<file path="src/amp_fault_consts.svh">
// Offsets, field positions, reset values and limits of the fault report registers
// Behaviour
// - Thermal warning flag at bit 3, rest zero
// - Mask bit 7 hides thermal shutdown on pin
// - Mask bit 4 hides clock fault on pin
// - Mask bit 3 hides supply low on pin
// - Mask bit 2 hides supply high on pin
// - Mask bit 1 hides DC error on pin
// - Mask bit 0 hides overcurrent; masks reset zero
// - Latch bit 5 holds clock fault
// - Latch bit 4 holds thermal shutdown fault
// - Latch bit 3 holds thermal warning
// - Latch bit 2 hides thermal warning report
// - Misc bit 7 holds or tracks clock detect
// - Misc bit 4 enables thermal shutdown self recovery
// - Writing one to clear bit 7 clears faults
// - Supply/thermal fault: outputs off, status, pin report
// - Cleared thermal status waits for fresh trigger
`ifndef AMP_FAULT_CONSTS_SVH
`define AMP_FAULT_CONSTS_SVH

// Register indices; byte address is four times the index
`define IDX_WARN_STATUS 8'h73
`define IDX_PIN_MASK 8'h74
`define IDX_LATCH_CTRL 8'h75
`define IDX_MISC_CTRL 8'h76
`define IDX_CLEAR 8'h78
`define IDX_FAULT_STATUS 8'h79
`define IDX_IRQ_STATUS 8'h7A
`define IDX_IRQ_ENABLE 8'h7B
`define IDX_NONE 8'hFF

// Reset values
`define RST_PIN_MASK 8'h00
`define RST_LATCH_CTRL 8'hF8
`define RST_MISC_CTRL 8'h00
`define RST_CLEAR_RSVD 7'h00

// Field positions
`define BIT_WARN_FLAG 3
`define BIT_HIDE_TSD 7
`define BIT_HIDE_CLK 4
`define BIT_HIDE_LOW 3
`define BIT_HIDE_HIGH 2
`define BIT_HIDE_DC 1
`define BIT_HIDE_OC 0
`define BIT_CLK_HOLD 5
`define BIT_TSD_HOLD 4
`define BIT_TW_HOLD 3
`define BIT_HIDE_TW 2
`define BIT_DET_HOLD 7
`define BIT_SELF_REC 4
`define BIT_CLEAR_CMD 7
`define BIT_DET_STATUS 6
`define BIT_HIZ_STATUS 5

// Event vector positions, also the interrupt status layout
`define EV_OC 0
`define EV_DC 1
`define EV_HIGH 2
`define EV_LOW 3
`define EV_CLK 4
`define EV_TW 5
`define EV_TSD 6
`define EV_DET 7

// Thermal warning trip point, degrees Celsius, set by the analog sensor
`define THERMAL_WARN_CELSIUS 135

`endif

</file>
<file path="src/amp_fault_pkg.sv">
// Types of the amplifier fault report block
package amp_fault_pkg;

  typedef enum logic [3:0] {
    BUS_IDLE    = 4'b0001,
    BUS_WRITE   = 4'b0010,
    BUS_RD_WAIT = 4'b0100,
    BUS_RD_DONE = 4'b1000
  } bus_state_t;

  typedef struct packed {
    bus_state_t state;
    logic [7:0] idx;
    logic hreadyout;
    logic [31:0] hrdata;
    logic [7:0] pin_mask;
    logic [7:0] latch_ctrl;
    logic [7:0] misc_ctrl;
    logic [6:0] clear_rsvd;
    logic [7:0] fault_st;
    logic tsd_stop;
    logic [7:0] prev_live;
    logic [7:0] irq_status;
    logic [7:0] irq_enable;
    logic irq;
    logic fault_report_n;
    logic outputs_hiz;
  } ctl_state_t;

endpackage

</file>
<file path="src/amp_fault_report_control.sv">
// Fault report and protection control registers behind an AHB-Lite slave
//
// Register access over AHB-Lite was chosen for this implementation.
`timescale 1ns/1ps
`default_nettype none
`include "amp_fault_consts.svh"

module amp_fault_report_control import amp_fault_pkg::*; (
  input wire logic hclk,
  input wire logic hresetn,
  input wire logic hsel,
  input wire logic [31:0] haddr,
  input wire logic [1:0] htrans,
  input wire logic hwrite,
  input wire logic [2:0] hsize,
  input wire logic [31:0] hwdata,
  input wire logic hready,
  output logic [31:0] hrdata,
  output logic hreadyout,
  output logic hresp,
  input wire logic overcurrent_live,
  input wire logic dc_error_live,
  input wire logic supply_high_live,
  input wire logic supply_low_live,
  input wire logic clock_error_live,
  input wire logic thermal_warning_live,
  input wire logic thermal_shutdown_live,
  input wire logic clock_detect_live,
  output logic fault_report_n,
  output logic outputs_hiz,
  output logic irq
);

  ////////////////////////////////////////////////////////////////////////////
  // State

  localparam ctl_state_t ST_RESET = '{
    state: BUS_IDLE,
    hreadyout: 1'b1,
    pin_mask: `RST_PIN_MASK,
    latch_ctrl: `RST_LATCH_CTRL,
    misc_ctrl: `RST_MISC_CTRL,
    clear_rsvd: `RST_CLEAR_RSVD,
    fault_report_n: 1'b1,
    default: '0
  };

  ctl_state_t s_q;
  ctl_state_t s_d;
  logic [7:0] live;
  logic [7:0] rise;
  logic take;
  logic clear_pulse;

  // Word accesses only; anything else falls to the unmapped index
  function automatic logic [7:0] addr_index(input logic [31:0] a, input logic [2:0] sz);
    logic [7:0] r;
    r = `IDX_NONE;
    if (a[31:10] == 22'h000000 && a[1:0] == 2'b00 && sz == 3'b010) begin
      case (a[9:2])
        `IDX_WARN_STATUS, `IDX_PIN_MASK, `IDX_LATCH_CTRL, `IDX_MISC_CTRL,
        `IDX_CLEAR, `IDX_FAULT_STATUS, `IDX_IRQ_STATUS, `IDX_IRQ_ENABLE: r = a[9:2];
        default: r = `IDX_NONE;
      endcase
    end
    return r;
  endfunction

  // Sticky when held, otherwise the live level; a fresh edge beats a clear
  function automatic logic hold_or_live(input logic hold, input logic cur, input logic edge_in,
                                        input logic lvl, input logic clr);
    return hold ? (edge_in | (cur & ~clr)) : lvl;
  endfunction

  assign live = {clock_detect_live, thermal_shutdown_live, thermal_warning_live, clock_error_live,
                 supply_low_live, supply_high_live, dc_error_live, overcurrent_live};
  assign rise = live & ~s_q.prev_live;
  assign take = hsel && hready && htrans[1];

  assign clear_pulse = (s_q.state == BUS_WRITE) && (s_q.idx == `IDX_CLEAR) && hwdata[`BIT_CLEAR_CMD];

  ////////////////////////////////////////////////////////////////////////////
  // Next state

  always_comb begin
    logic [7:0] pin_vec;
    pin_vec = '0;
    s_d = s_q;
    s_d.prev_live = live;

    // Register writes land in the data phase; reads take one wait state so
    // a read right behind a write still sees the written value
    case (s_q.state)
      BUS_WRITE: begin
        case (s_q.idx)
          `IDX_PIN_MASK: s_d.pin_mask = hwdata[7:0];
          `IDX_LATCH_CTRL: s_d.latch_ctrl = hwdata[7:0];
          `IDX_MISC_CTRL: s_d.misc_ctrl = hwdata[7:0];
          `IDX_CLEAR: s_d.clear_rsvd = hwdata[6:0];
          `IDX_IRQ_ENABLE: s_d.irq_enable = hwdata[7:0];
          default: ;
        endcase
      end
      BUS_RD_WAIT: begin
        s_d.hrdata = 32'h00000000;
        case (s_q.idx)
          `IDX_WARN_STATUS: s_d.hrdata[`BIT_WARN_FLAG] = s_q.fault_st[`EV_TW];
          `IDX_PIN_MASK: s_d.hrdata[7:0] = s_q.pin_mask;
          `IDX_LATCH_CTRL: s_d.hrdata[7:0] = s_q.latch_ctrl;
          `IDX_MISC_CTRL: s_d.hrdata[7:0] = s_q.misc_ctrl;
          `IDX_CLEAR: s_d.hrdata[6:0] = s_q.clear_rsvd;
          `IDX_FAULT_STATUS: begin
            s_d.hrdata[`BIT_HIDE_OC] = s_q.fault_st[`EV_OC];
            s_d.hrdata[`BIT_HIDE_DC] = s_q.fault_st[`EV_DC];
            s_d.hrdata[`BIT_HIDE_HIGH] = s_q.fault_st[`EV_HIGH];
            s_d.hrdata[`BIT_HIDE_LOW] = s_q.fault_st[`EV_LOW];
            s_d.hrdata[`BIT_HIDE_CLK] = s_q.fault_st[`EV_CLK];
            s_d.hrdata[`BIT_HIZ_STATUS] = s_q.outputs_hiz;
            s_d.hrdata[`BIT_DET_STATUS] = s_q.fault_st[`EV_DET];
            s_d.hrdata[`BIT_HIDE_TSD] = s_q.fault_st[`EV_TSD];
          end
          `IDX_IRQ_STATUS: s_d.hrdata[7:0] = s_q.irq_status;
          `IDX_IRQ_ENABLE: s_d.hrdata[7:0] = s_q.irq_enable;
          default: ;
        endcase
        s_d.hreadyout = 1'b1;
        s_d.state = BUS_RD_DONE;
      end
      default: ;
    endcase

    if (s_q.state != BUS_RD_WAIT) begin
      if (take) begin
        s_d.idx = addr_index(haddr, hsize);
        s_d.state = hwrite ? BUS_WRITE : BUS_RD_WAIT;
        s_d.hreadyout = hwrite;
      end else begin
        s_d.state = BUS_IDLE;
        s_d.hreadyout = 1'b1;
      end
    end

    // analog faults: sticky, cleared by command, fresh edge wins
    s_d.fault_st[`EV_OC] = rise[`EV_OC] | (s_q.fault_st[`EV_OC] & ~clear_pulse);
    s_d.fault_st[`EV_DC] = rise[`EV_DC] | (s_q.fault_st[`EV_DC] & ~clear_pulse);
    s_d.fault_st[`EV_HIGH] = rise[`EV_HIGH] | (s_q.fault_st[`EV_HIGH] & ~clear_pulse);
    s_d.fault_st[`EV_LOW] = rise[`EV_LOW] | (s_q.fault_st[`EV_LOW] & ~clear_pulse);
    s_d.fault_st[`EV_CLK] = hold_or_live(s_q.latch_ctrl[`BIT_CLK_HOLD], s_q.fault_st[`EV_CLK],
                                         rise[`EV_CLK], live[`EV_CLK], clear_pulse);
    s_d.fault_st[`EV_TW] = hold_or_live(s_q.latch_ctrl[`BIT_TW_HOLD], s_q.fault_st[`EV_TW],
                                        rise[`EV_TW], live[`EV_TW], clear_pulse);
    // thermal shutdown hold, re-armed only by a new rising edge
    s_d.fault_st[`EV_TSD] = hold_or_live(s_q.latch_ctrl[`BIT_TSD_HOLD], s_q.fault_st[`EV_TSD],
                                         rise[`EV_TSD], live[`EV_TSD], clear_pulse);
    // clock detect status held or tracking
    s_d.fault_st[`EV_DET] = s_q.misc_ctrl[`BIT_DET_HOLD] ?
                            (live[`EV_DET] | (s_q.fault_st[`EV_DET] & ~clear_pulse)) : live[`EV_DET];

    // shutdown stays until cleared, or until cool when self recovery is on
    if (rise[`EV_TSD]) begin
      s_d.tsd_stop = 1'b1;
    end else if (clear_pulse || (s_q.misc_ctrl[`BIT_SELF_REC] && !live[`EV_TSD])) begin
      s_d.tsd_stop = 1'b0;
    end
    // supply faults recover on their own; thermal follows the stop state
    s_d.outputs_hiz = live[`EV_HIGH] | live[`EV_LOW] | s_d.tsd_stop;

    // masks only gate the pin, never the status
    pin_vec[`BIT_HIDE_OC] = s_d.fault_st[`EV_OC];
    pin_vec[`BIT_HIDE_DC] = s_d.fault_st[`EV_DC];
    pin_vec[`BIT_HIDE_HIGH] = s_d.fault_st[`EV_HIGH];
    pin_vec[`BIT_HIDE_LOW] = s_d.fault_st[`EV_LOW];
    pin_vec[`BIT_HIDE_CLK] = s_d.fault_st[`EV_CLK];
    pin_vec[`BIT_HIDE_TSD] = s_d.fault_st[`EV_TSD];
    // pin masking, warning hidden separately
    // New masks count at the landing edge, so a masked fault never blips the pin
    s_d.fault_report_n = ~((|(pin_vec & ~s_d.pin_mask)) |
                           (s_d.fault_st[`EV_TW] & ~s_d.latch_ctrl[`BIT_HIDE_TW]));

    // Interrupt status: write one clears, a new event in the same cycle wins
    if (s_q.state == BUS_WRITE && s_q.idx == `IDX_IRQ_STATUS) begin
      s_d.irq_status = rise | (s_q.irq_status & ~hwdata[7:0]);
    end else begin
      s_d.irq_status = rise | s_q.irq_status;
    end
    s_d.irq = |(s_d.irq_status & s_d.irq_enable);
  end

  always_ff @(posedge hclk or negedge hresetn) begin
    if (!hresetn) begin
      s_q <= ST_RESET;
    end else begin
      s_q <= s_d;
    end
  end

  assign hrdata = s_q.hrdata;
  assign hreadyout = s_q.hreadyout;
  assign hresp = 1'b0;
  assign fault_report_n = s_q.fault_report_n;
  assign outputs_hiz = s_q.outputs_hiz;
  assign irq = s_q.irq;

  logic [7:0] pin_q;
  assign pin_q = {s_q.fault_st[`EV_TSD], 2'b00, s_q.fault_st[`EV_CLK], s_q.fault_st[`EV_LOW],
                  s_q.fault_st[`EV_HIGH], s_q.fault_st[`EV_DC], s_q.fault_st[`EV_OC]};

  logic tw_quiet;
  assign tw_quiet = !s_q.fault_st[`EV_TW] || s_q.latch_ctrl[`BIT_HIDE_TW];
endmodule
`default_nettype wire

</file>
<file path="config.mk">
export PLATFORM = sky130hd
export DESIGN_NAME = amp_fault_report_control
export DESIGN_NICKNAME = d
export VERILOG_FILES = /design/src/amp_fault_pkg.sv /design/src/amp_fault_report_control.sv
export VERILOG_INCLUDE_DIRS = /design/src /design/src/src
export SDC_FILE = /design/constraint.sdc
export NUM_CORES = 1
export LEC_CHECK = 0
export BUFFER_PORTS_ARGS = -buffer_cell sky130_fd_sc_hd__buf_2
export CAP_MARGIN = 20
export CORE_ASPECT_RATIO = 2
export CORE_MARGIN = 4
export CORE_UTILIZATION = 47
export DETAILED_ROUTE_END_ITERATION = 6
export PLACE_DENSITY = 0.83
export SLEW_MARGIN = 20
export SYNTH_ARGS = -nofsm -noshare
export SYNTH_HDL_FRONTEND = slang
export SYNTH_SLANG_ARGS = --single-unit
</file>
<file path="constraint.sdc">
create_clock -name hclk -period 2.3 [get_ports hclk]
set_input_delay 0.115 -clock hclk [delete_from_list [all_inputs] [get_ports hclk]]
set_output_delay 0.115 -clock hclk [all_outputs]
set_load 0.01 [all_outputs]
</file>
; After elaboration in Yosys (flattened, before gate mapping)
; Index checks and enable logic that the tools add are counted.
[word_totals]
regBits = 88
inputBits = 82
[op_classes]
eq_ne = 20
n_bitwise = 32
reduce_logical = 20
mux = 27
[op_table]
columns = cell, count
row1 = $eq 8x7->1 const B, 16
row2 = $mux 8, 9
row3 = $pmux 3 s7, 2
row4 = $mux 33, 1
row5 = $and 8x8->8, 4
row6 = $mux 31, 1
row7 = $not 8->8, 3
row8 = $reduce_or 8->1, 3
row9 = $logic_not 22->1, 1
row10 = $or 8x8->8, 2
row11 = $mux 13, 1
row12 = $or 1x1->1, 11
row13 = $and 1x1->1, 9
row14 = $logic_and 1x1->1, 8
row15 = $pmux 1 s8, 1
row16 = $reduce_and 2->1, 4
row17 = $mux 1, 7
row18 = $mux 7, 1
row19 = $mux 3, 2
row20 = $pmux 1 s6, 1
row21 = $eq 4x2->1 const B, 1
row22 = $eq 4x3->1 const B, 1
row23 = $mux 4, 1
row24 = $ne 4x3->1 const B, 1
row25 = 6 further kinds, 8

; Longest topological paths before layout
; Gate-level depths: netlist of the first run.
[logic_depth]
word_depth = 11
ltp_mapped = 7
depth_no_buf = 6

; Worst setup path before layout of the first run
; OpenSTA, ideal clock, no wires.
[synth_timing]
kind = register to register
from = register s_q[108] (netlist bit)
to = register s_q, in the netlist irq
synth_period_minus_slack_ns = 2.257
setup_ns = 0.135
setup_slack_ns = 0.043
path_stages_with_launch = 7
arrival_ns = 2.122
cell_sequence = dfstp_2 or4b_4 buf_6 or4_4 a221o_1 a22oi_1 nand4_1
[synth_lines]
columns = element, line
row1 = start: declaration, amp_fault_report_control.sv:48  ; ctl_state_t s_q;
row2 = start signal: assignment, amp_fault_report_control.sv:191  ; s_q <= ST_RESET;
row3 = start signal: assignment, amp_fault_report_control.sv:193  ; s_q <= s_d;

==> impl_metrics.ini, run 1 <==
[outcome]
status = complete, but fails checks
violations = negative setup slack

[worst_setup_path]
r2r_slack_ns = -0.03
crit_arrival_ns = 2.55
cp_cell_sequence = or4b_4 > or4_4 > a221o_1 > a22oi_2 > nand4_1
end_kind = register
timing.rr.end = irq$_DFF_PN0_
required_ns = 2.52
crit_type = reg -> reg
worst-path-max-fanout = 5
rr_startpoint = s_q[108]$_DFF_PN1_
rr_worst_depth = 5
worst_setup_path_start_kind = register
slowest_stage = or4_4
max_stage_delay_ns = 0.61

[die]
io_pins = 119
die_h_um = 142
rows = 48
die_w_um = 75.0
die_area_um2 = 10700
core-area_um2 = 8710
start_util_pct = 48.5

[worst_hold_path]
whs_path_depth = 2
hold_class = in -> reg
hold_start = haddr[4]
whs_endpoint = s_q[102]$_DFFE_PN0P_

[pwr]
p_int_mw = 2.55
p_leak_nw = 2.43
combPwrFrac_pct = 6.0
clockPowerShare_pct = 45.8
power_density_nw_per_um2 = 639
swShare_pct = 22.9
p_sw_mw = 0.757
ir_worst_vdd_v = 0.000462
pwr-share-seq_pct = 48.3

[detailed_routing]
vias = 3109
via_per_inst = 5.56
drc = 0
first_pass_iters = 4
routed_wl_mm = 10.6
drt_iter0_markers = 164
final_antenna_net_count = 0
wl_per_cell_um = 19.0

[clock_network]
clk_pin_slew_ns = 0.06
cts_tree = done
cts_buffers = 9
ctsHtreeMaxLevel = 3
root_buffer = clkbuf_16
insertion_delay_ns = 0.34
max-clock-path-buffers = 2
cts.sinks = 88

[synth]
synth_edf_count = 0
yosys-top-cells-area = dfrtp_1, mux2_2, buf_4
netlist_area_um2 = 4230
yosysSeqAreaShare_pct = 52.4
syn_inst = 353
avgSynthCellArea_um2 = 12.0
synthArstFlopShare_pct = 100
yosysMostFrequentCell = dfrtp_1
synthFlopType = dfrtp_1
yosysWarnings = 0
synth_top_cell_area_share_pct = 47.4
ys_ff_latch = 88
ys_types = 49
synth_area_leader_cell = dfrtp_1
yosys-top-cells-count = dfrtp_1, mux2_2, buf_4

[run]
drv_cap = 0

[timing]
skew_ns = 0.00428
rsz0062_at_grt = yes
post-route-min-period_ns = 2.33
finalHoldViolations = 0
fin_ws_ns = -0.0343
fin_crit_sh_pct = 101
setup_viol = 1
clock.fmax_mhz = 428
drv_slew = 0

[global_route]
grt_antenna_before_repair = 0
gr-total-overflow = 0
grt_max_degree = 38
first_global_vias = 3387
grt_use_total_pct = 21.3
grt_pass1_wl_mm = 16.8

[final_layout]
fin_nets = 536
syn_to_final_growth_pct = 22.6
drive_gt1_share_pct = 40.3
fin_util_pct = 59.5
design_area_um2 = 5180
diodes = 0

[placement]
hpwl_mm = 7.90
place_congestion = 0.956
dpl-instance-area_um2 = 4690
place.port_buffers = 68
-- worst max-delay path by stage --
| stage | startpoint | endpoint | slack (ns) | depth (start not counted) |
|---|---|---|---|---|
| after detailed placement | s_q[111]$_DFF_PN0_ | irq$_DFF_PN0_ | -0.10 | 6 |
| after global placement | s_q[108]$_DFF_PN1_ | irq$_DFF_PN0_ | -0.02 | 6 |
| after floorplan | s_q[108]$_DFF_PN1_ | irq$_DFF_PN0_ | 0.04 | 6 |
| after global routing | s_q[108]$_DFF_PN1_ | irq$_DFF_PN0_ | -0.07 | 5 |
| after CTS | s_q[111]$_DFF_PN0_ | irq$_DFF_PN0_ | -0.006 | 5 |
| final | s_q[108]$_DFF_PN1_ | irq$_DFF_PN0_ | -0.03 | 5 |
-- per-layer routing --
| metal | vias up | GRT usage [%] | routed length [um] |
|---|---|---|---|
| li1 | 1414 | - | - |
| met2 | 106 | 38.0 | 5920 |
| met1 | 1560 | 21.8 | 3670 |
| met5 | - | 0 | 0 |
| met4 | 0 | 13.4 | 512 |
| met3 | 29 | 3.89 | 515 |
-- flip-flops by register name, indices dropped and copies added, names as in the netlist --
name and count:
pin_q 6, fault_report_n 1, s_q 70, outputs_hiz 1, hreadyout 1, hrdata 8, irq 1
-- metrics by stage --
| step | TNS (ns) | std cells | worst slack [ns] | total power [mW] | hold slack, ns |
|---|---|---|---|---|---|
| after floorplan | 0 | 377 | 0.0433 | 1.73 | -0.181 |
| after global placement | -0.0154 | 528 | -0.0154 | 1.80 | 0.0980 |
| after detailed placement | -0.157 | 528 | -0.104 | 1.81 | 0.105 |
| after CTS | -0.00565 | 556 | -0.00565 | 3.33 | 0.0118 |
| after global routing | -0.132 | 559 | -0.0699 | 3.42 | 0.0278 |
| final | -0.0343 | 559 | -0.0343 | 3.31 | 0.0149 |
-- power by group through the flow --
stage,sequential (mW),combinational (mW),clock (mW)
floorplan,1.62,0.106,0
global placement,1.62,0.174,0
detailed placement,1.62,0.182,0
CTS,1.60,0.198,1.54
global route,1.60,0.223,1.60
finish,1.60,0.198,1.51
-- cell usage in the layout (no fill, tap or decap), types with 8 or more instances in the layout --
master / n
o21ai_0: 11
buf_4: 28
a21oi_1: 10
mux2i_1: 8
clkbuf_16: 9
nand2_1: 20
buf_2: 67
dlygate4sd3_1: 10
dfstp_2: 8
nand2b_1: 9
dfrtp_1: 80
nor2b_1: 11
inv_1: 17
nor2_1: 13
mux2_2: 40
conb_1: 25
-- worst max-delay path: cells and delay by family (launching register included) --
| kind | cells | cell delay (ns) |
|---|---|---|
| AOI/OAI and AO/OA | 2 | 0.55 |
| DFF | 1 | 0.38 |
| and+or+nand+nor | 3 | 1.29 |
-- cells by family (layout without fill, tap and decap cells) --
kind of cell              count (synthesis)  after routing  share of synthesized area, %
muxes                                    55             55                          16.3
xor gates and xnor gates                  1              1                         0.207
DFF                                      88             88                          52.4
other                                     1             25                        0.0888
and+or+nand+nor                          89             89                          12.9
AOI/OAI and AO/OA                        60             60                          9.83
buffers and inverters                    59            141                          8.35
-- cell type report --
cell class / count / area (um^2)
fill: 691 / 3530
sequential: 88 / 2210
multi-input combinational: 230 / 1780
timing repair buffer: 108 / 688
clock buffer: 10 / 239
tap: 100 / 125
clock inverter: 6 / 75.1
inverter: 17 / 63.8
-- what timing repair did --
item	4_1_cts	5_1_grt
gates resized for setup	4	3
setup buffers	2	3
endpoints found under the hold margin	41	0
hold buffers	10	0
setup endpoints to repair	2	1
pin swaps	6	7
(Power assumes the default switching activity.)
==> run 2: changes to the inputs <==
Settings changed: CELL_PAD_IN_SITES_DETAIL_PLACEMENT from default to 1, CELL_PAD_IN_SITES_GLOBAL_PLACEMENT from default to 1, CORE_UTILIZATION 47 to 37.
==> run 2 against run 1 <==
First-iteration DRC count rose by 58%. Register-to-register slack got worse by 0.10 ns. Clock power barely moved. Die area rose by 25%. Hold slack got worse by 0.015 ns. Clock-buffer cell count fell by 1. Design area rose by 3.0%. The flow finishes with violations (negative hold slack, negative setup slack). Core utilization fell by 12 points. Cell count rose by 8.9%. Critical path depth rose by 3.
==> impl_metrics.ini, run 2 (synthesis results as in run 1) <==
[clock_network]
ctsHtreeMaxLevel = 3
insertion_delay_ns = 0.35
cts.sinks = 88
cts_tree = done
clk_pin_slew_ns = 0.07
cts_buffers = 9
root_buffer = clkbuf_16
max-clock-path-buffers = 2

[timing]
post-route-min-period_ns = 2.43
fin_crit_sh_pct = 106
worst_pin_slew_ns = 0.574
rsz0062_at_grt = yes
clock.fmax_mhz = 411
timing.slew.headroom_pct = 61.7
finalHoldViolations = 1
fin_ws_ns = -0.134
drv_slew = 0
setup_viol = 2
skew_ns = 0.0102
whs_ns = -0.0000450

[die]
io_pins = 119
die_w_um = 83.6
die_h_um = 159
rows = 55
start_util_pct = 37.7
die_area_um2 = 13300
core-area_um2 = 11200

[final_layout]
layout_commonest_cell = dfrtp_1
diodes = 0
fin_util_pct = 47.6
syn_to_final_growth_pct = 26.3
fill_cells = 1224
largest_register_ffs = 70
largest_register = s_q
drive_gt1_share_pct = 42.0
final_cell_mix = dfrtp_1, buf_2, mux2_2
fin_nets = 544

[detailed_routing]
drc = 0
first_pass_iters = 6
routed_wl_mm = 12.8
drt_iter0_markers = 259
via_per_inst = 5.36
wl_per_cell_um = 21.0
final_antenna_net_count = 0
vias = 3262

[global_route]
gr-total-overflow = 0
grt_use_total_pct = 18.9
grt_antenna_before_repair = 0
first_global_vias = 3573
grt_pass1_wl_mm = 19.3
grt_max_degree = 48

[worst_setup_path]
end_kind = register
worst-path-max-fanout = 4
required_ns = 2.60
r2r_slack_ns = -0.13
worst_setup_path_start_kind = register
crit_type = reg -> reg
crit_arrival_ns = 2.73

[pwr]
power_density_nw_per_um2 = 620
ir_worst_vdd_v = 0.000607
fin_total_pwr_mw = 3.31
p_leak_nw = 2.47

[placement]
post-place-ws_ns = -0.143
place_congestion = 0.851
hpwl_mm = 9.04
place.port_buffers = 68

[outcome]
violations = negative hold slack, negative setup slack
status = complete, but fails checks

[worst_hold_path]
hold_class = in -> reg

[run]
drv_cap = 0
==> run 2: changes by cell type in the layout (fill, tap and decap cells not counted), moves of 2 or more <==
cell | before | now
nor4_1 | 7 | 5
dlygate4sd3_1 | 10 | 12
clkinv_2 | 0 | 2
clkinvlp_4 | 1 | 3
buf_4 | 28 | 33
o22ai_1 | 3 | 1
nor4_2 | 1 | 3
==> run 2: worst paths after layout <==
path	startpoint	end	depth (start not counted)
min	haddr[5]	s_q[103]$_DFFE_PN0P_	2
min in group asynchronous	hresetn	s_q[45]$_DFFE_PN0P_	2
max reg2reg	s_q[111]$_DFF_PN0_	fault_report_n$_DFF_PN1_	8
max	s_q[111]$_DFF_PN0_	fault_report_n$_DFF_PN1_	8
min reg2reg	s_q[105]$_DFFE_PN0P_	s_q[105]$_DFFE_PN0P_	1
max in group asynchronous	hresetn	s_q[54]$_DFFE_PN1P_	3
==> run 2: timing repair <==
action / 4_1_cts / 5_1_grt
endpoints found under the hold margin: 50 / 0
pin swaps: 8 / 12
buffers inserted: 2 / 9
gates resized for setup: 3 / 13
endpoints found under the setup margin: 2 / 3
hold buffers: 12 / 0
==> run 2: worst max-delay path, stage by stage (launching register included) <==
cell	delay [ns]
dfrtp_1	0.40
or4b_4	0.58
nor4_4	0.38
buf_4	0.20
buf_6	0.09
o21a_1	0.18
o22ai_2	0.10
nor4_2	0.28
buf_4	0.16
==> run 2: power by group <==
| group | leakage [nW] | internal (mW) | total [mW] | switching [mW] |
|---|---|---|---|---|
| logic | 1.31 | 0.0918 | 0.215 | 0.123 |
| registers | 1.02 | 1.58 | 1.60 | 0.0169 |
| clock network | 0.138 | 0.842 | 1.50 | 0.656 |
==> run 2: cell type report <==
| class | count | area [um^2] | share of cell area, % |
|---|---|---|---|
| clock buffers | 9 | 225 | 4.22 |
| clock inverters | 7 | 71.3 | 1.34 |
| inverters | 17 | 63.8 | 1.20 |
| multi-input cells | 230 | 1830 | 34.3 |
| flip-flops and latches | 88 | 2210 | 41.5 |
| well taps | 142 | 178 | 3.33 |
| repair buffers | 116 | 757 | 14.2 |
==> run 2: per-layer routing <==
metal  global-route usage [%]  share of wire (%)  vias to the layer above
met5                        0                  0                        -
met4                     13.1                5.8                        0
met3                     4.19                5.5                       43
met2                     34.6                 55                      136
met1                     18.1                 34                     1648
li1                         -                  -                     1435
==> run 2: per-stage QoR <==
step                      setup TNS (ns)  hold slack (ns)  cells  area [um^2]
after floorplan                        0           -0.181    377         4320
after global placement            -0.187            0.138    571         4750
after detailed placement          -0.250            0.148    571         4750
after CTS                         -0.137          0.00170    601         5200
after global routing              -0.316           0.0224    609         5340
final                             -0.188       -0.0000450    609         5340
